`config.mk`:
```
export PLATFORM = sky130hd
export DESIGN_NAME = io_module_param_objects
export DESIGN_NICKNAME = d
export VERILOG_FILES = /design/src/verilog/io_param_pkg.sv /design/src/verilog/heartbeat_timer.sv /design/src/verilog/io_module_param_objects.sv
export VERILOG_INCLUDE_DIRS = /design/src /design/src/verilog
export SDC_FILE = /design/constraint.sdc
export NUM_CORES = 1
export LEC_CHECK = 0
export BUFFER_PORTS_ARGS = -buffer_cell sky130_fd_sc_hd__buf_2
export CAP_MARGIN = 5
export CORE_MARGIN = 8
export CORE_UTILIZATION = 56
export CTS_CLUSTER_SIZE = 40
export DETAILED_ROUTE_END_ITERATION = 6
export PLACE_DENSITY = 0.79
export SYNTH_ARGS = -nofsm -noshare
export SYNTH_HDL_FRONTEND = slang
export SYNTH_HIERARCHICAL = 1
export SYNTH_SLANG_ARGS = --single-unit
```
`constraint.sdc`:
```
create_clock -name clk_sys_in -period 6.15 [get_ports clk_sys_in]
set_input_delay 0.3075 -clock clk_sys_in [delete_from_list [all_inputs] [get_ports clk_sys_in]]
set_output_delay 0.3075 -clock clk_sys_in [all_outputs]
set_load 0.01 [all_outputs]
```
`src/verilog/io_param_defines.svh`:
```
// Purpose: Object indices, sub-indices, defaults, limits and timing counts
// Assumes: 25 MHz system clock
// Notes:   Definitions only, no logic
`ifndef IO_PARAM_DEFINES_SVH
`define IO_PARAM_DEFINES_SVH

// Object indices
`define OBJ_JOY_ANALOG     16'h2400
`define OBJ_FW_UPDATE      16'h4554
`define OBJ_DEV_DESC       16'h4555
`define OBJ_SYS_PARAM      16'h4556
`define OBJ_TERM_TEST      16'h4560

// Common and joystick sub-indices
`define SUB_COUNT          8'h00
`define JOY_SUB_AXES       8'h04
`define JOY_SUB_NUM        8'h06
`define JOY_ENTRIES        32'h0000_0006
`define DESC_ENTRIES       32'h0000_000F
`define DESC_LAST_SUB      8'h0F
`define SP_ENTRIES         32'h0000_001E

// System parameter sub-indices
`define SP_SUB_VER         8'h01
`define SP_SUB_TERM        8'h02
`define SP_SUB_BAUD        8'h03
`define SP_SUB_NODE        8'h04
`define SP_SUB_HB          8'h05
`define SP_SUB_LED_FIRST   8'h06
`define SP_SUB_LED_LAST    8'h1D
`define SP_SUB_JOYTYPE     8'h1E
`define SP_VERSION         32'h0000_0000

// Reset defaults
`define DEF_TERM           1'b0
`define DEF_BAUD           2'h1
`define DEF_NODE           8'h29
`define DEF_HB_MS          16'h03E8
`define DEF_DUTY           4'hC
`define DEF_JOYTYPE        1'b0
`define DEF_JOY_COUNT      32'h0000_001A

// Legal ranges
`define BAUD_MAX           32'h0000_0003
`define NODE_MIN           32'h0000_0001
`define NODE_MAX           32'h0000_00FE
`define HB_MIN_MS          32'h0000_00FA
`define HB_MAX_MS          32'h0000_FFFF
`define DUTY_MAX           32'h0000_000F
`define FLAG_MAX           32'h0000_0001

// Axis code and LED modulation
`define AXIS_NEUTRAL       8'h80
`define PWM_LAST_STEP      4'hE

// Heartbeat timebase
`define CLK_FREQ_KHZ       25000
`define HB_TICK_TIME_MS    1
`define HB_TICK_CYCLES     (`CLK_FREQ_KHZ * `HB_TICK_TIME_MS)

`endif

```
`src/verilog/io_param_pkg.sv`:
```
// Purpose: Shared types of the object dictionary bank
// Assumes: Nothing beyond the defines header
// Notes:   Types only
package io_param_pkg;

  // Service data object request
  typedef struct packed {
    logic        write;
    logic [15:0] index;
    logic [7:0]  sub;
    logic [31:0] data;
  } sdo_req_s;

  // Service data object answer
  typedef struct packed {
    logic        abort;
    logic [31:0] data;
  } sdo_resp_s;

  // Non-volatile parameter record
  typedef struct packed {
    logic [7:0]  sub;
    logic [31:0] data;
  } nv_rec_s;

endpackage : io_param_pkg

```
`src/verilog/heartbeat_timer.sv`:
```
// Purpose: Periodic heartbeat strobe at a period in milliseconds
// Assumes: Period input already range checked
// Notes:   A period change applies at once, to the period already in progress
`include "io_param_defines.svh"
`timescale 1ns/100ps
`default_nettype none

module heartbeat_timer #(
  parameter int CYCLES_PER_MS = `HB_TICK_CYCLES
) (
  // Clock and reset
  input  wire logic        clk_sys_in,
  input  wire logic        rst_b_in,
  // Period
  input  wire logic [15:0] period_ms_in,
  // Strobe
  output var  logic        heartbeat_out
);

  if (CYCLES_PER_MS < 1) begin : g_chk
    $error("CYCLES_PER_MS must be at least one");
  end

  logic [31:0] pre_cnt_reg;   // Cycles within one millisecond
  logic [15:0] ms_cnt_reg;    // Milliseconds within one period
  wire         ms_tick  = (pre_cnt_reg == 32'(CYCLES_PER_MS - 1));
  wire         hb_wrap  = ms_tick && (ms_cnt_reg >= (period_ms_in - 16'h0001));

  // Millisecond prescaler
  always_ff @(posedge clk_sys_in or negedge rst_b_in) begin
    if (!rst_b_in) pre_cnt_reg <= 32'h0000_0000;
    else           pre_cnt_reg <= ms_tick ? 32'h0000_0000 : pre_cnt_reg + 32'h0000_0001;
  end

  always_ff @(posedge clk_sys_in or negedge rst_b_in) begin
    if (!rst_b_in) begin
      ms_cnt_reg    <= 16'h0000;
      heartbeat_out <= 1'b0;
    end else begin
      heartbeat_out <= hb_wrap;
      if (hb_wrap)      ms_cnt_reg <= 16'h0000;
      else if (ms_tick) ms_cnt_reg <= ms_cnt_reg + 16'h0001;
    end
  end

endmodule : heartbeat_timer
`default_nettype wire

```
`src/verilog/io_module_param_objects.sv`:
```
// Purpose: Object dictionary bank of the digital I/O module
// Assumes: One request at a time; answer follows next cycle
// Notes:   Non-volatile store sits outside, behind the commit and restore ports
`include "io_param_defines.svh"
`timescale 1ns/100ps
`default_nettype none

module io_module_param_objects #(
  parameter int                ADC_W         = 8,
  parameter int                NUM_LEDS      = 24,
  parameter logic [31:0]       JOY_COUNT     = `DEF_JOY_COUNT,
  parameter logic [14:0][31:0] DESC_TABLE    = '0,
  parameter int                HB_TICK_CYC   = `HB_TICK_CYCLES
) (
  // Clock and reset
  input  wire logic                     clk_sys_in,
  input  wire logic                     rst_b_in,
  // Object access request and answer
  input  wire logic                     req_valid_in,
  input  wire io_param_pkg::sdo_req_s   req_in,
  output var  logic                     resp_valid_out,
  output var  io_param_pkg::sdo_resp_s  resp_out,
  // Joystick converter samples, axis 1 lowest
  input  wire logic [3*ADC_W-1:0]       axis_adc_in,
  // LED on states from the LED object
  input  wire logic [NUM_LEDS-1:0]      led_on_in,
  // Non-volatile store
  input  wire logic                     nv_restore_valid_in,
  input  wire io_param_pkg::nv_rec_s    nv_restore_in,
  output var  logic                     nv_commit_valid_out,
  output var  io_param_pkg::nv_rec_s    nv_commit_out,
  // Active settings
  output var  logic                     termination_out,
  output var  logic [1:0]               baud_code_out,
  output var  logic [7:0]               node_id_out,
  output var  logic                     joy_type_out,
  output logic                          heartbeat_out,
  output var  logic [NUM_LEDS-1:0]      led_drive_out
);

  if (ADC_W < 8 || NUM_LEDS != 24) begin : g_chk
    $error("ADC_W below 8 or NUM_LEDS not 24");
  end

  ////////////////////////////////////////////////////////////////////////////
  // State
  logic [2:0][7:0]          axis_code_reg;   // Quantised axes
  logic [31:0]              axes_word_reg;   // Packed axes readout
  logic                     term_param_reg;  // Persistent termination
  logic                     term_test_reg;   // Volatile termination test
  logic [15:0]              hb_ms_reg;       // Heartbeat period
  logic [NUM_LEDS-1:0][3:0] duty_reg;        // Per-LED duty codes
  logic [3:0]               pwm_cnt_reg;     // Shared modulation step

  ////////////////////////////////////////////////////////////////////////////
  // Parameter range check, used for both master writes and restores
  function automatic logic param_ok(input logic [7:0] s, input logic [31:0] d);
    case (s)
      `SP_SUB_TERM:    param_ok = (d <= `FLAG_MAX);
      `SP_SUB_BAUD:    param_ok = (d <= `BAUD_MAX);
      `SP_SUB_NODE:    param_ok = (d >= `NODE_MIN) && (d <= `NODE_MAX);
      `SP_SUB_HB:      param_ok = (d >= `HB_MIN_MS) && (d <= `HB_MAX_MS);
      `SP_SUB_JOYTYPE: param_ok = (d <= `FLAG_MAX);
      default:         param_ok = (s >= `SP_SUB_LED_FIRST) && (s <= `SP_SUB_LED_LAST)
                                  && (d <= `DUTY_MAX);
    endcase
  endfunction : param_ok

  // Readback of the parameter object
  function automatic logic [31:0] sp_word(input logic [7:0] s);
    case (s)
      `SUB_COUNT:      sp_word = `SP_ENTRIES;
      `SP_SUB_VER:     sp_word = `SP_VERSION;
      `SP_SUB_TERM:    sp_word = {31'h0000_0000, term_param_reg};
      `SP_SUB_BAUD:    sp_word = {30'h0000_0000, baud_code_out};
      `SP_SUB_NODE:    sp_word = {24'h00_0000, node_id_out};
      `SP_SUB_HB:      sp_word = {16'h0000, hb_ms_reg};
      `SP_SUB_JOYTYPE: sp_word = {31'h0000_0000, joy_type_out};
      default:         sp_word = (s >= `SP_SUB_LED_FIRST && s <= `SP_SUB_LED_LAST) ?
                                 {28'h000_0000, duty_reg[5'(s - `SP_SUB_LED_FIRST)]} :
                                 32'h0000_0000;
    endcase
  endfunction : sp_word

  ////////////////////////////////////////////////////////////////////////////
  // Request decode
  wire is_wr   = req_valid_in && req_in.write;
  wire is_rd   = req_valid_in && !req_in.write;
  wire obj_joy = (req_in.index == `OBJ_JOY_ANALOG);
  wire obj_dsc = (req_in.index == `OBJ_DEV_DESC);
  wire obj_sp  = (req_in.index == `OBJ_SYS_PARAM);
  wire obj_tt  = (req_in.index == `OBJ_TERM_TEST);
  wire sub0    = (req_in.sub == `SUB_COUNT);

  // readable subs only, count at six
  wire        joy_rd_ok = sub0 || req_in.sub == `JOY_SUB_AXES || req_in.sub == `JOY_SUB_NUM;
  wire [31:0] joy_rd    = sub0 ? `JOY_ENTRIES :
                          (req_in.sub == `JOY_SUB_AXES) ? axes_word_reg : JOY_COUNT;
  wire        dsc_rd_ok = (req_in.sub <= `DESC_LAST_SUB);
  wire [31:0] dsc_rd    = sub0 ? `DESC_ENTRIES : DESC_TABLE[4'(req_in.sub - 8'h01)];
  wire        sp_rd_ok  = (req_in.sub <= `SP_SUB_JOYTYPE);

  // Read selection; firmware update object and unknown objects abort
  wire        rd_ok   = obj_joy ? joy_rd_ok : obj_dsc ? dsc_rd_ok :
                        obj_sp ? sp_rd_ok : (obj_tt && sub0);
  wire [31:0] rd_data = obj_joy ? joy_rd : obj_dsc ? dsc_rd : obj_sp ? sp_word(req_in.sub) :
                        {31'h0000_0000, term_test_reg};

  wire sp_wr_ok = is_wr && obj_sp && param_ok(req_in.sub, req_in.data);
  wire tt_wr_ok = is_wr && obj_tt && sub0 && (req_in.data <= `FLAG_MAX);
  wire abort    = req_in.write ? !(sp_wr_ok || tt_wr_ok) : !rd_ok;

  // Update source: master write wins over a restore in the same cycle
  wire        nv_ok    = nv_restore_valid_in && param_ok(nv_restore_in.sub, nv_restore_in.data);
  wire        upd      = sp_wr_ok || nv_ok;
  wire [7:0]  upd_sub  = sp_wr_ok ? req_in.sub : nv_restore_in.sub;
  wire [31:0] upd_data = sp_wr_ok ? req_in.data : nv_restore_in.data;

  ////////////////////////////////////////////////////////////////////////////
  // Answer, one cycle after the request
  always_ff @(posedge clk_sys_in or negedge rst_b_in) begin
    if (!rst_b_in) begin
      resp_valid_out <= 1'b0;
      resp_out       <= '0;
    end else begin
      resp_valid_out <= req_valid_in;
      resp_out.abort <= abort;
      resp_out.data  <= (req_in.write || !rd_ok) ? 32'h0000_0000 : rd_data;
    end
  end

  // commit accepted parameter writes; test object never commits
  always_ff @(posedge clk_sys_in or negedge rst_b_in) begin
    if (!rst_b_in) begin
      nv_commit_valid_out <= 1'b0;
      nv_commit_out       <= '0;
    end else begin
      nv_commit_valid_out <= sp_wr_ok;
      if (sp_wr_ok) nv_commit_out <= '{sub: req_in.sub, data: req_in.data};
    end
  end

  always_ff @(posedge clk_sys_in or negedge rst_b_in) begin
    if (!rst_b_in) begin
      term_param_reg <= `DEF_TERM;
      baud_code_out  <= `DEF_BAUD;
      node_id_out    <= `DEF_NODE;
      hb_ms_reg      <= `DEF_HB_MS;
      joy_type_out   <= `DEF_JOYTYPE;
    end else if (upd) begin
      if (upd_sub == `SP_SUB_TERM)    term_param_reg <= upd_data[0];
      if (upd_sub == `SP_SUB_BAUD)    baud_code_out  <= upd_data[1:0];
      if (upd_sub == `SP_SUB_NODE)    node_id_out    <= upd_data[7:0];
      if (upd_sub == `SP_SUB_HB)      hb_ms_reg      <= upd_data[15:0];
      if (upd_sub == `SP_SUB_JOYTYPE) joy_type_out   <= upd_data[0];
    end
  end

  // test write switches at once, the parameter may switch it back
  always_ff @(posedge clk_sys_in or negedge rst_b_in) begin
    if (!rst_b_in) begin
      term_test_reg   <= 1'b0;
      termination_out <= `DEF_TERM;
    end else begin
      if (tt_wr_ok) term_test_reg <= req_in.data[0];
      if (tt_wr_ok)                              termination_out <= req_in.data[0];
      else if (upd && upd_sub == `SP_SUB_TERM)   termination_out <= upd_data[0];
    end
  end

  ////////////////////////////////////////////////////////////////////////////
  // top eight converter bits give a linear code, centre at 80
  for (genvar a = 0; a < 3; a++) begin : g_axis
    always_ff @(posedge clk_sys_in or negedge rst_b_in) begin
      if (!rst_b_in) axis_code_reg[a] <= 8'h00;
      else           axis_code_reg[a] <= axis_adc_in[a*ADC_W+ADC_W-1 -: 8];
    end
  end

  always_ff @(posedge clk_sys_in or negedge rst_b_in) begin
    if (!rst_b_in) axes_word_reg <= 32'h0000_0000;
    else           axes_word_reg <= {8'h00, axis_code_reg[2], axis_code_reg[1], axis_code_reg[0]};
  end

  ////////////////////////////////////////////////////////////////////////////
  // Fifteen-step modulation, so code 15 is always on and code 0 never
  always_ff @(posedge clk_sys_in or negedge rst_b_in) begin
    if (!rst_b_in) pwm_cnt_reg <= 4'h0;
    else           pwm_cnt_reg <= (pwm_cnt_reg == `PWM_LAST_STEP) ? 4'h0 : pwm_cnt_reg + 4'h1;
  end

  for (genvar i = 0; i < NUM_LEDS; i++) begin : g_led
    wire hit = upd && (upd_sub == 8'(`SP_SUB_LED_FIRST + i));
    always_ff @(posedge clk_sys_in or negedge rst_b_in) begin
      if (!rst_b_in) begin
        duty_reg[i]      <= `DEF_DUTY;
        led_drive_out[i] <= 1'b0;
      end else begin
        if (hit) duty_reg[i] <= upd_data[3:0];
        led_drive_out[i] <= led_on_in[i] && (pwm_cnt_reg < duty_reg[i]);
      end
    end
  end

  heartbeat_timer #(.CYCLES_PER_MS(HB_TICK_CYC)) u_hb (
    .clk_sys_in   (clk_sys_in),
    .rst_b_in     (rst_b_in),
    .period_ms_in (hb_ms_reg),
    .heartbeat_out(heartbeat_out)
  );
endmodule : io_module_param_objects
`default_nettype wire

```
==> impl_metrics.toml <==
[finish]
final_common_cell = "sky130_fd_sc_hd__dfrtp_1"
final_net_count = 2033
share_of_final_layout_standard_cells_stronger_than_drive_strength_1 = 0.300
fillers = 2224
number_of_flip_flops_under_the_largest_register_name = 96
commonest_non_fill_non_tap_cells_in_the_layout = "sky130_fd_sc_hd__dfrtp_1 (260), sky130_fd_sc_hd__buf_2 (251), sky130_fd_sc_hd__nand2_1 (169), sky130_fd_sc_hd__mux2_2 (131), sky130_fd_sc_hd__nor2_1 (99)"
area_growth_pct = 17.1

[min_path]
min-delay-start = "req_in[15]"
whs_path_depth = 3
hold_end = "nv_commit_out[15]"
holdCritPathClass = "primary input to flop"

[sta]
setup-violations-final = 0
layout_min_cycle_time_ps = 4180
finClkSkew_ps = 24.3
layout_setup_ws_ps = 1970
layout_worst_path_cycle_share = 0.679
max_slew_margin = 0.129
max_freq_mhz = 239
hold_violations = 0
rsz_0062_raised_after_global_routing = "false"
finalSetupTns_ps = 0
timing.final.max_slew_violations = 0
tightestPinTransition_ps = 1310

[worst_setup_path]
rrSetupSlack_ps = 1970
crit_arrival_ps = 4570
crit_path_max_fanout = 18
worst_r2r_endpoint = "u_hb/ms_cnt_reg[13]"
critical_path.reg2reg.startpoint = "hb_ms_reg[5]"
cp-end-kind = "flop"
timing_worst_setup_path_type = "flop to flop"
max_stage_delay_ps = 650
reg2reg_depth = 11
cp.required_ps = 6540
crit_path_start_kind = "flop"
crit_path_top_delay_cell = "sky130_fd_sc_hd__a21oi_2"
crit_chain = "or4_1 > nor2_1 > nand3_1 > nor3_1 > xnor2_1 > ha_1 > a21oi_1 > o21ai_0 > a21oi_2 > o211ai_2 > o311ai_0"

[global_routing]
first_global_vias = 13775
groute.layer.met2.usage = 0.427
met1_usage = 0.324
antenna_found_initial = 2
globalRouteMet3Util = 0.0433
global_route.peak_usage_layer = "met2"
grt_max_degree = 148
global_route_wire_length_before_repair_um = 73400
grt_usage = 0.252
grt_remaining_overflow = 0

[routing]
vias = 13297
detail_route.drc_violations = 0
drt_first_pass_iters = 5
route.final.wire_length_um = 45300
viasPerCell = 6.02
drtAntennaViolNets = 0
drt_iter0_drc = 1117
avgRoutedWirePerCell_um = 20.5

[logic_synthesis]
synth_compound_gate_area_share = 0.0758
synthSimpleGateAreaFrac = 0.178
mappedNetlistArea_um2 = 16700
synth_top_family_by_area = "simple AND/OR/NAND/NOR gates"
synth_seq_area_share = 0.481
synth_ff_type = "sky130_fd_sc_hd__dfrtp_1"
post_synth.cell_area_avg_um2 = 10.9
post-synth-top-area-cell = "sky130_fd_sc_hd__dfrtp_1"
biggest_area_contributors_in_the_synthesized_netlist = "sky130_fd_sc_hd__dfrtp_1 (39%), sky130_fd_sc_hd__dfstp_2 (9.1%), sky130_fd_sc_hd__mux2_2 (8.8%)"
ys_async_sr_fraction = 1.00
yosys.area_share.adder = 0.0690
synthesized_instance_count = 1526
synth.top_cell.area_share = 0.390
synth_enable_flop_cells = 0
share_of_cell_area_taken_by_muxes_after_synthesis = 0.134
postSynthRegisterBits = 318
synthXorXnorAreaFrac = 0.0241
yosysWarnings = 6
yosys.cell_types.count = 73

[status]
status = "completed"

[clocking]
post-cts-setup-buffer-count = 0
cts_inserted_buffers = 34
post_cts_resize_count = 0
insertion_delay_ps = 520
htree_num_levels = 2
clk_pin_slew_ps = 60
clock_tree.buffer_depth = 3
tritoncts_clock_tree = "done"
clock_sinks = 318
cts.hold.buffers_added = 26
clock_tree.root_cell = "sky130_fd_sc_hd__clkbuf_16"

[die]
initial_core_utilization = 0.566
num_io_pins = 261
floorplan.die_area_um2 = 35600
placement_rows = 63
placeable_area_um2 = 29500
die_h_um = 189
die_x_um = 189

[placed_design]
place_worst_setup_slack_ps = 1930
count_of_buffers_inserted_at_the_top_level_ports = 252
detailed_place_hpwl_um = 32200
finalWeightedCongestion = 0.936

[pwr]
design_power_total_mw = 4.26
worst_ir_drop_vdd_mv = 0.208
power.leakage_nw = 9.38
power_density_nw_per_um2 = 218

[job]
drv.max_cap_violation_count = 0
[cells in the mapped netlist, types with 32 or more instances]
master / n
sky130_fd_sc_hd__dfstp_2: 58
sky130_fd_sc_hd__dfrtp_1: 260
sky130_fd_sc_hd__a21oi_1: 43
sky130_fd_sc_hd__clkbuf_1: 40
sky130_fd_sc_hd__mux2_2: 131
sky130_fd_sc_hd__nand2b_1: 37
sky130_fd_sc_hd__nor2_1: 99
sky130_fd_sc_hd__inv_1: 88
sky130_fd_sc_hd__o21ai_0: 48
sky130_fd_sc_hd__nand2_1: 169
sky130_fd_sc_hd__ha_1: 92
sky130_fd_sc_hd__nor2b_1: 32
[kinds of logic after synthesis]
family,after synthesis
other,1
adders and majority gates,92
DFF,318
buffers and inverters,149
muxes,170
AOI/OAI and AO/OA,179
xor gates and xnor gates,46
and+or+nand+nor,571
[worst max-delay path, delay by kind of cell (launching register included)]
kind / cells / cell delay (ps)
AOI/OAI and AO/OA: 5 / 1950
xor gates and xnor gates: 1 / 170
adders and majority gates: 1 / 270
DFF: 1 / 380
and+or+nand+nor: 4 / 1270
[stage by stage]
| stage | utilization | hold WS (ps) | std cells | instance area [µm²] |
|---|---|---|---|---|
| after floorplan | - | 11.9 | 1533 | 16700 |
| after global placement | 0.619 | 332 | 2120 | 18200 |
| after detailed placement | 0.619 | 335 | 2120 | 18200 |
| after CTS | 0.663 | 15.5 | 2206 | 19500 |
| after global routing | 0.663 | 30.4 | 2208 | 19500 |
| final | 0.663 | 26.4 | 2208 | 19500 |
[area by class of cell]
type,instances,area [µm²],share of cell area
Multi-Input combinational cell,1066,8070,0.413
Antenna cell,2,5.00,0.000256
Clock inverter,9,88.8,0.00455
Sequential cell,318,8030,0.411
Timing Repair Buffer,284,1590,0.0813
Inverter,88,330,0.0169
Clock buffer,51,945,0.0483
Tap cell,390,488,0.0250
[worst max path at each step]
stage | start | end | slack (ps) | cells after the start
after floorplan | req_in[7] | duty_reg[40] | 3090 | 9
after global placement | req_in[33] | hb_ms_reg[2] | 1990 | 11
after detailed placement | req_in[33] | hb_ms_reg[2] | 1930 | 11
after CTS | hb_ms_reg[5] | u_hb/ms_cnt_reg[13] | 2070 | 11
after global routing | hb_ms_reg[5] | u_hb/ms_cnt_reg[12] | 1630 | 11
final | hb_ms_reg[5] | u_hb/ms_cnt_reg[13] | 1970 | 11
[layer usage]
metal / share of wire / up-vias / routed length [µm]
li1: - / 5957 / -
met1: 0.41 / 6654 / 18600
met2: 0.49 / 563 / 22300
met3: 0.064 / 123 / 2890
met4: 0.033 / 0 / 1510
met5: 0 / - / 0
[power breakdown]
part / internal, mW / switching (mW)
logic: 0.0734 / 0.138
clock network: 1.11 / 0.821
registers: 2.11 / 0.00549
total: 3.29 / 0.965
(Power assumes the default switching activity.)
